<file path="src/pas_pkg.sv">
// Constants shared by the port access strobe block
package pas_pkg;
  localparam int unsigned PAS_PORT_W      = 8;
  localparam int unsigned PAS_ADDR_W      = 16;
  localparam int unsigned PAS_STRETCH_W   = 3;
  // Cycles from port access to strobe, and strobe width
  localparam int unsigned PAS_RD_DELAY    = 3;
  localparam int unsigned PAS_WR_DELAY    = 3;
  localparam int unsigned PAS_STRB_WIDTH  = 2;
  // Shortest external memory cycle before stretching
  localparam int unsigned PAS_MEM_BASE    = 2;
  localparam logic [PAS_PORT_W-1:0] PAS_PORT_RST = 8'h00;
endpackage

</file>
<file path="src/pas_port_access_strobe.sv">
// Port access strobes and external memory address drive
`timescale 1ns/1ps
`default_nettype none
module pas_port_access_strobe (
  // Clock and reset
  input  wire logic                                 clk_in,
  input  wire logic                                 reset_n_in,
  // Processor control
  input  wire logic                                 port_strobe_enable_in,
  input  wire logic                                 cpu_port_rd_in,
  input  wire logic                                 cpu_port_wr_in,
  input  wire logic [pas_pkg::PAS_PORT_W-1:0]       cpu_wdata_in,
  input  wire logic [pas_pkg::PAS_PORT_W-1:0]       cpu_dir_in,
  output logic      [pas_pkg::PAS_PORT_W-1:0]       cpu_rdata_out,
  // External memory request
  input  wire logic                                 mem_rd_in,
  input  wire logic                                 mem_wr_in,
  input  wire logic                                 mem_use_second_in,
  input  wire logic [pas_pkg::PAS_STRETCH_W-1:0]    mem_stretch_in,
  input  wire logic [pas_pkg::PAS_ADDR_W-1:0]       first_auto_pointer_in,
  input  wire logic [pas_pkg::PAS_ADDR_W-1:0]       second_auto_pointer_in,
  output logic                                      mem_busy_out,
  // Third io port pins
  input  wire logic [pas_pkg::PAS_PORT_W-1:0]       third_io_port_in,
  output logic      [pas_pkg::PAS_PORT_W-1:0]       third_io_port_out,
  output logic      [pas_pkg::PAS_PORT_W-1:0]       third_io_port_oe_out,
  // Strobes and address bus
  output logic                                      rd_strobe_n_out,
  output logic                                      wr_strobe_n_out,
  output logic      [pas_pkg::PAS_ADDR_W-1:0]       ext_addr_out,
  output logic                                      ext_addr_oe_out
);
  localparam int unsigned MCW = pas_pkg::PAS_STRETCH_W + 1;

  logic [pas_pkg::PAS_PORT_W-1:0] pin_s1_r;
  logic [pas_pkg::PAS_PORT_W-1:0] pin_s2_r;
  logic                           rd_trig;
  logic                           wr_trig;
  logic                           port_rd_act;
  logic                           port_wr_act;

  // Pins come from outside; two flops before use
  always_ff @(posedge clk_in or negedge reset_n_in) begin
    if (!reset_n_in) begin
      pin_s1_r <= pas_pkg::PAS_PORT_RST;
      pin_s2_r <= pas_pkg::PAS_PORT_RST;
    end else begin
      pin_s1_r <= third_io_port_in;
      pin_s2_r <= pin_s1_r;
    end
  end

  // Latch at the access itself, never at the strobe
  always_ff @(posedge clk_in or negedge reset_n_in) begin
    if (!reset_n_in) begin
      cpu_rdata_out <= pas_pkg::PAS_PORT_RST;
    end else if (cpu_port_rd_in) begin
      cpu_rdata_out <= pin_s2_r;
    end
  end

  always_ff @(posedge clk_in or negedge reset_n_in) begin
    if (!reset_n_in) begin
      third_io_port_out    <= pas_pkg::PAS_PORT_RST;
      third_io_port_oe_out <= '0;
    end else begin
      third_io_port_oe_out <= cpu_dir_in;
      if (cpu_port_wr_in) begin
        third_io_port_out <= cpu_wdata_in;
      end
    end
  end

  assign rd_trig = port_strobe_enable_in && cpu_port_rd_in;
  assign wr_trig = port_strobe_enable_in && cpu_port_wr_in;

  // One cycle less here: the pin flop below adds it back
  // Accesses two cycles apart cut a strobe short; the core never spaces them so
  pas_strobe_gen #(
    .DELAY (pas_pkg::PAS_RD_DELAY - 1),
    .WIDTH (pas_pkg::PAS_STRB_WIDTH)
  ) u_rd_gen (
    .clk_in     (clk_in),
    .reset_n_in (reset_n_in),
    .trig_in    (rd_trig),
    .strb_out   (port_rd_act)
  );

  pas_strobe_gen #(
    .DELAY (pas_pkg::PAS_WR_DELAY - 1),
    .WIDTH (pas_pkg::PAS_STRB_WIDTH)
  ) u_wr_gen (
    .clk_in     (clk_in),
    .reset_n_in (reset_n_in),
    .trig_in    (wr_trig),
    .strb_out   (port_wr_act)
  );

  // External memory cycle
  logic                 mem_busy_r;
  logic                 mem_busy_nxt;
  logic [MCW-1:0]       mem_cnt_r;
  logic [MCW-1:0]       mem_cnt_nxt;
  logic [MCW-1:0]       mem_last_r;
  logic                 mem_wr_r;
  logic                 mem_sec_r;
  logic [pas_pkg::PAS_ADDR_W-1:0] mem_addr_r;
  logic                 mem_req;
  logic                 mem_strb_nxt;

  assign mem_req = (mem_rd_in || mem_wr_in) && !mem_busy_r;

  always_comb begin
    mem_busy_nxt = mem_busy_r;
    mem_cnt_nxt  = mem_cnt_r;
    if (mem_req) begin
      mem_busy_nxt = 1'b1;
      mem_cnt_nxt  = '0;
    end else if (mem_busy_r) begin
      if (mem_cnt_r == mem_last_r) begin
        mem_busy_nxt = 1'b0;
        mem_cnt_nxt  = '0;
      end else begin
        mem_cnt_nxt = mem_cnt_r + MCW'(1);
      end
    end
  end

  // Strobe covers every cycle but the first address setup cycle
  assign mem_strb_nxt = mem_busy_nxt && (mem_cnt_nxt != '0);

  always_ff @(posedge clk_in or negedge reset_n_in) begin
    if (!reset_n_in) begin
      mem_busy_r <= 1'b0;
      mem_cnt_r  <= '0;
      mem_last_r <= '0;
      mem_wr_r   <= 1'b0;
      mem_sec_r  <= 1'b0;
      mem_addr_r <= '0;
    end else begin
      mem_busy_r <= mem_busy_nxt;
      mem_cnt_r  <= mem_cnt_nxt;
      if (mem_req) begin
        mem_last_r <= MCW'(pas_pkg::PAS_MEM_BASE - 1) + MCW'(mem_stretch_in);
        mem_wr_r   <= mem_wr_in;
        mem_sec_r  <= mem_use_second_in;
        mem_addr_r <= mem_use_second_in ? second_auto_pointer_in : first_auto_pointer_in;
      end
    end
  end

  logic sec_nxt;
  logic wr_nxt;
  logic [pas_pkg::PAS_ADDR_W-1:0] addr_nxt;
  assign sec_nxt  = mem_req ? mem_use_second_in : mem_sec_r;
  assign wr_nxt   = mem_req ? mem_wr_in : mem_wr_r;
  assign addr_nxt = mem_req ? (mem_use_second_in ? second_auto_pointer_in
                                                 : first_auto_pointer_in) : mem_addr_r;

  // Pin flops; port and memory strobes share the two pins
  always_ff @(posedge clk_in or negedge reset_n_in) begin
    if (!reset_n_in) begin
      rd_strobe_n_out <= 1'b1;
      wr_strobe_n_out <= 1'b1;
      ext_addr_out    <= '0;
      ext_addr_oe_out <= 1'b0;
      mem_busy_out    <= 1'b0;
    end else begin
      rd_strobe_n_out <= !(port_rd_act || (mem_strb_nxt && !wr_nxt));
      wr_strobe_n_out <= !(port_wr_act || (mem_strb_nxt && wr_nxt));
      ext_addr_out    <= addr_nxt;
      ext_addr_oe_out <= mem_busy_nxt && (sec_nxt || mem_strb_nxt);
      mem_busy_out    <= mem_busy_nxt;
    end
  end

  // Checks
  logic mem_idle;
  assign mem_idle = !mem_busy_r && !mem_busy_out;

  chk_rd_delay_width: assert property (@(posedge clk_in) disable iff (!reset_n_in)
    rd_trig && mem_idle ##1 (!rd_trig && mem_idle) [*2] |->
      rd_strobe_n_out ##1 !rd_strobe_n_out ##1 !rd_strobe_n_out ##1 rd_strobe_n_out)
    else $error("read strobe timing wrong");
  chk_wr_delay_width: assert property (@(posedge clk_in) disable iff (!reset_n_in)
    wr_trig && mem_idle ##1 (!wr_trig && mem_idle) [*2] |->
      wr_strobe_n_out ##1 !wr_strobe_n_out ##1 !wr_strobe_n_out ##1 wr_strobe_n_out)
    else $error("write strobe timing wrong");
  chk_strb_two_cyc: assert property (@(posedge clk_in) disable iff (!reset_n_in)
    $fell(wr_strobe_n_out) && !$past(wr_trig) && mem_idle |->
      ##1 !wr_strobe_n_out ##1 wr_strobe_n_out)
    else $error("port strobe not two cycles");
  chk_disabled_idle: assert property (@(posedge clk_in) disable iff (!reset_n_in)
    !port_strobe_enable_in && (cpu_port_rd_in || cpu_port_wr_in) && !$past(rd_trig)
      && !$past(wr_trig) && !port_rd_act && !port_wr_act |->
      ##2 !port_rd_act && !port_wr_act)
    else $error("strobe started while disabled");
  chk_enable_gates: assert property (@(posedge clk_in) disable iff (!reset_n_in)
    $rose(port_rd_act) |-> $past(port_strobe_enable_in, 2) && $past(cpu_port_rd_in, 2))
    else $error("read strobe without enabled read");
  chk_rd_latch: assert property (@(posedge clk_in) disable iff (!reset_n_in)
    cpu_port_rd_in |=> cpu_rdata_out == $past(pin_s2_r))
    else $error("read data not latched at access");
  chk_rd_no_sample: assert property (@(posedge clk_in) disable iff (!reset_n_in)
    !rd_strobe_n_out && !$past(cpu_port_rd_in) |-> $stable(cpu_rdata_out))
    else $error("port sampled on read strobe");
  chk_first_ptr: assert property (@(posedge clk_in) disable iff (!reset_n_in)
    ext_addr_oe_out && !mem_sec_r |-> (!rd_strobe_n_out || !wr_strobe_n_out))
    else $error("first pointer address outside strobe");
  chk_second_ptr: assert property (@(posedge clk_in) disable iff (!reset_n_in)
    mem_busy_out && mem_sec_r |-> ext_addr_oe_out && ext_addr_out == mem_addr_r)
    else $error("second pointer address not held");

  cov_port_read:  cover property (@(posedge clk_in) disable iff (!reset_n_in)
    rd_trig ##3 !rd_strobe_n_out);
  cov_port_write: cover property (@(posedge clk_in) disable iff (!reset_n_in)
    wr_trig ##3 !wr_strobe_n_out);
  cov_port_off:   cover property (@(posedge clk_in) disable iff (!reset_n_in)
    !port_strobe_enable_in && cpu_port_rd_in);
  cov_mem_second: cover property (@(posedge clk_in) disable iff (!reset_n_in)
    mem_req && mem_use_second_in && mem_stretch_in != '0);
endmodule
`default_nettype wire

</file>
<file path="src/pas_strobe_gen.sv">
// Delayed fixed-width pulse generator for one port strobe
`timescale 1ns/1ps
`default_nettype none
module pas_strobe_gen #(
  parameter int unsigned DELAY = 2,
  parameter int unsigned WIDTH = 2
) (
  // Clock and reset
  input  wire logic clk_in,
  input  wire logic reset_n_in,
  // Trigger and pulse
  input  wire logic trig_in,
  output logic      strb_out
);
  localparam int unsigned LAST = DELAY + WIDTH - 1;
  localparam int unsigned CW   = $clog2(LAST + 1);

  // Refused at elaboration: a zero delay or width has no pulse to count
  if (DELAY < 1 || WIDTH < 1) begin : g_param_check
    $error("pas_strobe_gen: DELAY and WIDTH must be at least one");
  end

  logic [CW-1:0] cnt_r;
  logic [CW-1:0] cnt_nxt;

  // A new access restarts the sequence; the later access wins
  always_comb begin
    if (trig_in) begin
      cnt_nxt = CW'(1);
    end else if (cnt_r != '0 && cnt_r < CW'(LAST)) begin
      cnt_nxt = cnt_r + CW'(1);
    end else begin
      cnt_nxt = '0;
    end
  end

  always_ff @(posedge clk_in or negedge reset_n_in) begin
    if (!reset_n_in) begin
      cnt_r <= '0;
    end else begin
      cnt_r <= cnt_nxt;
    end
  end

  always_ff @(posedge clk_in or negedge reset_n_in) begin
    if (!reset_n_in) begin
      strb_out <= 1'b0;
    end else begin
      strb_out <= (cnt_nxt >= CW'(DELAY)) && (cnt_nxt <= CW'(LAST));
    end
  end
endmodule
`default_nettype wire

</file>
<file path="config.mk">
export PLATFORM = sky130hd
export DESIGN_NAME = pas_port_access_strobe
export DESIGN_NICKNAME = d
export VERILOG_FILES = /design/src/pas_pkg.sv /design/src/pas_port_access_strobe.sv /design/src/pas_strobe_gen.sv
export SDC_FILE = /design/constraint.sdc
export NUM_CORES = 1
export LEC_CHECK = 0
export ABC_AREA = 0
export BUFFER_PORTS_ARGS = -buffer_cell sky130_fd_sc_hd__buf_2
export CORE_UTILIZATION = 25
export DETAILED_ROUTE_END_ITERATION = 6
export PLACE_DENSITY_LB_ADDON = 0.15
export SYNTH_ARGS = -nofsm -noshare
export SYNTH_HDL_FRONTEND = slang
export SYNTH_SLANG_ARGS = --single-unit
</file>
<file path="constraint.sdc">
create_clock -name clk_in -period 3.6 [get_ports clk_in]
set_input_delay 0.9 -clock clk_in [delete_from_list [all_inputs] [get_ports clk_in]]
set_output_delay 0.9 -clock clk_in [all_outputs]
set_load 0.01 [all_outputs]
</file>
==> results of run 1 <==
[Yosys cell counts (3+ instances only)]
cell      number
mux2i_1       16
ha_1           4
a21oi_1        4
o21ai_0       22
inv_1          4
buf_2          3
a21o_1         3
xor2_1         4
mux2_2        19
clkbuf_1       6
dfrtp_1       72
nand2_1       22
[registers in the layout, summed over array words and instances (netlist names), 4 cells and up]
register,count
third_io_port_oe_out,8
pin_s2_r,8
pin_s1_r,8
third_io_port_out,8
mem_cnt_r,4
mem_last_r,4
cpu_rdata_out,8
ext_addr_out,16
[worst register-to-register path, cell delays in order (launching register included)]
cell and delay [ns]:
dfrtp_1 0.52, o21bai_2 0.18, buf_4 0.34, mux2_2 0.40
o21a_1 0.19
[metrics by stage]
stage	hold slack (ns)	instances	cell area [um^2]
CTS	0.355	461	3690
detailed placement	0.335	445	3480
finish	0.353	461	3690
floorplan	0.331	205	2800
global route	0.360	461	3690
global placement	0.331	445	3480
[power groups by stage]
stage                     clock network, uW  registers (uW)  logic [uW]
final                                   703            1190         698
after floorplan                           0            1230         425
after global placement                    0            1210         704
after CTS                               740            1200         721
after global routing                    774            1230         800
after detailed placement                  0            1210         718
[cell type report]
| cell class | instances | area share |
|---|---|---|
| sequential | 74 | 0.502 |
| tap | 140 | 0.0474 |
| clock inverter | 7 | 0.0244 |
| multi-input combinational | 116 | 0.237 |
| inverter | 4 | 0.00407 |
| clock buffer | 9 | 0.0335 |
| timing repair buffer | 111 | 0.152 |
[worst max-delay path by stage]
stage,endpoint,slack (ns)
floorplan,mem_last_r[1],1.83
global placement,ext_addr_oe_out,1.39
detailed placement,ext_addr_oe_out,1.37
CTS,mem_busy_out,1.59
global route,mem_busy_out,1.57
finish,mem_busy_out,1.63
[kinds of logic after synthesis]
kind of cell             Yosys count
adder cells (fa/ha/maj)            4
buffers and inverters             15
multiplexers                      35
AND/OR/NAND/NOR                   32
AO/OA/AOI/OAI                     39
flip-flops                        74
XOR/XNOR                           6
[layer usage]
layer | track usage | wire length [um] | vias up
met4 | 0.0587 | 105 | 0
met2 | 0.172 | 2750 | 56
li1 | - | - | 931
met5 | 0 | 0 | -
met3 | 0.0327 | 374 | 11
met1 | 0.118 | 2340 | 910
==> impl_metrics.yaml, run 1 <==
finish:
  final_layout_size_suffix_gt1_frac: 0.477
  diodes: 0
  final_common_cell: "buf_2"
  seq_area_um2: 1850
  final_cell_mix: "109 x buf_2, 72 x dfrtp_1, 22 x nand2_1, 22 x o21ai_0, 19 x mux2_2"
  layout.nets: 387
  nFillCells: 1102
  area_growth_pct: 31.7
  multi_input_area_um2: 873
  utilization: 0.339
cts:
  path_clk_slew_ns: 0.08
  cts_buffers: 9
  cts_root_buf: "clkbuf_8"
  cts.sinks: 74
  post_cts_buffers: 0
  cts_htree_levels: 3
  hold_buffers: 0
  cts_tree: "yes"
  clock_path_buffers: 2
  clk_latency_ns: 0.35
  cts_resized: 0
yosys:
  synth_warnings: 0
  synth_cell_types: 31
  synth_fa_ha_area_frac: 0.0179
  syn-mean-instance-area_um2: 13.7
  yosysTopAreaCellShare: 0.643
  synthTopCellsByArea: "dfrtp_1 64%, mux2_2 7.6%, mux2i_1 5.7%"
  synth_edf_count: 0
  synth_compound_area_frac: 0.0897
  ys_seq_elements: 74
  ys_seq_area_frac: 0.662
  ys_async_sr_fraction: 1.00
  ys.flop_type: "dfrtp_1"
  yosysTopAreaCell: "dfrtp_1"
  synth_xor_area_frac: 0.0214
  muxShareOfSynthArea: 0.133
  synth_area_um2: 2800
  synth-simple-area-share: 0.0491
  synth_top_family_by_area: "multiplexers"
  syn_inst: 205
  syn_nets: 276
placement:
  dp_hpwl_um: 3750
  gp_congestion: 0.698
  preCtsSetupSlack_ns: 1.37
  numPortBuffers: 110
drt:
  dr.pass1.iters: 4
  ant_nets: 0
  vias: 1908
  routed_wl_um: 5570
  drc: 0
  post_drt_wl_per_cell_um: 12.1
  viasPerCell: 4.14
  first_iter_violations: 39
power:
  vdd_drop_max_uv: 224
  intPower_uw: 1710
  clkPwrFrac: 0.271
  power.share.sequential: 0.460
  p_per_area_nw_per_um2: 702
  switchingPower_uw: 882
  combPwrFrac: 0.269
  power.leakage_uw: 0.00185
  power_uw: 2590
  netSwitchingFraction: 0.340
die:
  die_area_um2: 11600
  rows: 38
  initial_utilization: 0.257
  ios: 111
  core_um2: 10900
  chipHeight_um: 108
  fp.dieW_um: 108
critical_path:
  end_kind: "primary output"
  crit_family: "flip-flops"
  r2r_slack_ns: 1.86
  path_cells: "buf_2"
  start_kind: "register"
  required_ns: 2.70
  rr_startpoint: "mem_busy_out"
  path_max_fanout: 8
  cp.depth: 1
  cp_slowest_stage_delay_ns: 0.52
  cp.buffers_inverters: 1
  startpoint: "mem_busy_out"
  r2r-end: "ext_addr_oe_out"
  rr_worst_depth: 4
  critPathSlowestCell: "dfrtp_1"
  path_class: "reg2out"
  cp.arrival_ns: 1.07
timing:
  worstMarginPinSlew_ns: 0.927
  finalCritPeriodShare: 0.546
  slew_headroom: 0.382
  finClkSkew_ns: 0.0144
  finalHoldViolations: 0
  layout_min_cycle_time_ns: 1.97
  drv_slew: 0
  layout_setup_ws_ns: 1.63
  fin_tns_setup_ns: 0
  timing.fmax_mhz: 508
  rsz0062_at_grt: "false"
  setup_viol: 0
global_route:
  grt_max_degree: 75
  grt_pass1_vias: 1869
  antenna_found_initial: 0
  overflow: 0
  grt_pass1_wl_um: 9070
  track_usage: 0.104
worst_hold_path:
  hold_class: "reg2reg"
  worst_hold_path.endpoint: "pin_s2_r[5]"
  hold_path_startpoint: "pin_s1_r[5]"
  hold_depth: 0
flow_run:
  max_cap_violations: 0
run_status:
  status: "finished clean"
No activity file was read; power rests on OpenSTA's default activity.
==> inputs of run 2 (changes only) <==
- clock period: 3.6 -> 1.95 ns (I/O delays scaled with it)
==> run 2 against run 1 <==
Die area unchanged. Design area increased by 1.2%. Routed wire length is 0.81% higher. Critical path type is now reg2reg. Setup slack lost 1.3 ns. Register-to-register slack worse by 1.5 ns. Clock skew fell by 0.0028 ns.
==> impl_metrics.yaml, run 2 (synthesized netlist as in run 1, its figures left out) <==
timing:
  finalCritPeriodShare: 0.820
  fin_tns_setup_ns: 0
  finClkSkew_ns: 0.0116
  layout_min_cycle_time_ns: 1.60
  rsz0062_at_grt: "false"
  timing.fmax_mhz: 625
  finalHoldViolations: 0
  slew_headroom: 0.657
  worstMarginPinSlew_ns: 0.514
  setup_viol: 0
  drv_slew: 0
power:
  intPower_uw: 3190
  netSwitchingFraction: 0.330
  clkPwrFrac: 0.261
  vdd_drop_max_uv: 386
  power.share.sequential: 0.461
  power.leakage_uw: 0.00186
  switchingPower_uw: 1570
  p_per_area_nw_per_um2: 1270
  combPwrFrac: 0.278
global_route:
  overflow: 0
  antenna_found_initial: 0
  grt_pass1_vias: 1916
  track_usage: 0.105
  grt_pass1_wl_um: 9110
  grt_max_degree: 41
finish:
  final_common_cell: "buf_2"
  final_cell_area_um2: 3740
  diodes: 0
  largest_reg_flops: 16
  area_growth_pct: 33.3
  final_layout_size_suffix_gt1_frac: 0.478
  top_register: "ext_addr_out"
  layout.nets: 390
  final_cell_mix: "109 x buf_2, 72 x dfrtp_1, 22 x nand2_1, 22 x o21ai_0, 19 x mux2_2"
die:
  rows: 38
  die_area_um2: 11600
  ios: 111
  fp.dieW_um: 108
  core_um2: 10900
  chipHeight_um: 108
  initial_utilization: 0.257
drt:
  ant_nets: 0
  first_iter_violations: 37
  routed_wl_um: 5620
  vias: 1876
  route.met3.wl_um: 342
  drc: 0
  dr.pass1.iters: 4
  post_drt_wl_per_cell_um: 12.1
  top_layer_used: "met4"
  wl_met1_um: 2380
  viasPerCell: 4.04
  wl_met2_um: 2800
critical_path:
  path_cells: "ha_1 > o31ai_1 > o31ai_1 > o2bb2ai_1 > o21a_1"
  cpMostUsedCell: "o31ai_1"
  path_class: "reg2reg"
  start_kind: "register"
  end_kind: "register"
  cp_slowest_stage_delay_ns: 0.47
  required_ns: 2.18
  critPathSlowestCell: "dfrtp_1"
  cp.buffers_inverters: 0
  cp.arrival_ns: 1.83
  crit_family: "compound AO/OA/AOI/OAI gates"
  path_max_fanout: 9
cts:
  cts_tree: "yes"
  clock_path_buffers: 2
  cts_root_buf: "clkbuf_8"
  cts_htree_levels: 3
  cts_resized: 0
  path_clk_slew_ns: 0.09
  hold_buffers: 1
  cts_buffers: 9
  post_cts_buffers: 0
  clk_latency_ns: 0.34
  cts.sinks: 74
worst_hold_path:
  hold_class: "in2reg"
placement:
  numPortBuffers: 110
  postPlaceCellArea_um2: 3520
  dp_hpwl_um: 4070
  gp_congestion: 0.680
run_status:
  status: "finished clean"
flow_run:
  max_cap_violations: 0
==> run 2: cell count changes in the layout (fill, tap and decap cells not counted) <==
cell / change
inv_8: -3
buf_12: +2
clkinvlp_4: +2
clkbuf_8: +1
clkinv_4: +1
dlygate4sd3_1: +1
inv_6: -1
==> run 2: path summary, 6_finish.rpt <==
path | from | endpoint | slack (ns) | cells past startpoint
max | mem_cnt_r[0] | ext_addr_oe_out | 0.35 | 5
min | third_io_port_in[3] | pin_s1_r[3] | 0.24 | 1
max reg2reg | mem_cnt_r[0] | ext_addr_oe_out | 0.35 | 5
min reg2reg | pin_s1_r[6] | pin_s2_r[6] | 0.35 | 0
max in group asynchronous | reset_n_in | third_io_port_oe_out[6] | 0.84 | 3
min in group asynchronous | reset_n_in | pin_s2_r[4] | 0.56 | 2
==> run 2: layout make-up <==
class                   instances  area (um^2)
multi-input cells             116          873
repair buffers                114          611
clock inverters                 6         71.3
inverters                       4         15.0
clock buffers                  10          138
well taps                     140          175
flip-flops and latches         74         1850
fillers                      1105         7150
==> run 2: power groups by stage <==
| stage | Clock (uW) | Sequential [uW] | Combinational (uW) |
|---|---|---|---|
| 2_1_floorplan | 0 | 2270 | 784 |
| 3_3_place_gp | 0 | 2230 | 1340 |
| 3_5_place_dp | 0 | 2240 | 1360 |
| 4_1_cts | 1300 | 2210 | 1370 |
| 5_1_grt | 1360 | 2260 | 1510 |
| 6_report | 1240 | 2200 | 1330 |
==> run 2: layer usage <==
layer  GRT usage  vias up
met5           0        -
met4      0.0470        0
met3      0.0400        8
met2       0.178       58
met1       0.116      880
li1            -      930
==> run 2: stage by stage <==
step	power, uW	setup WS (ns)	cells	util	hold slack [ns]
detailed placement	3600	0.365	447	0.323	0.335
floorplan	3060	0.500	205	-	0.192
CTS	4880	0.340	464	0.343	0.215
global route	5120	0.241	464	0.343	0.207
finish	4760	0.350	464	0.343	0.239
global placement	3570	0.374	447	0.323	0.332
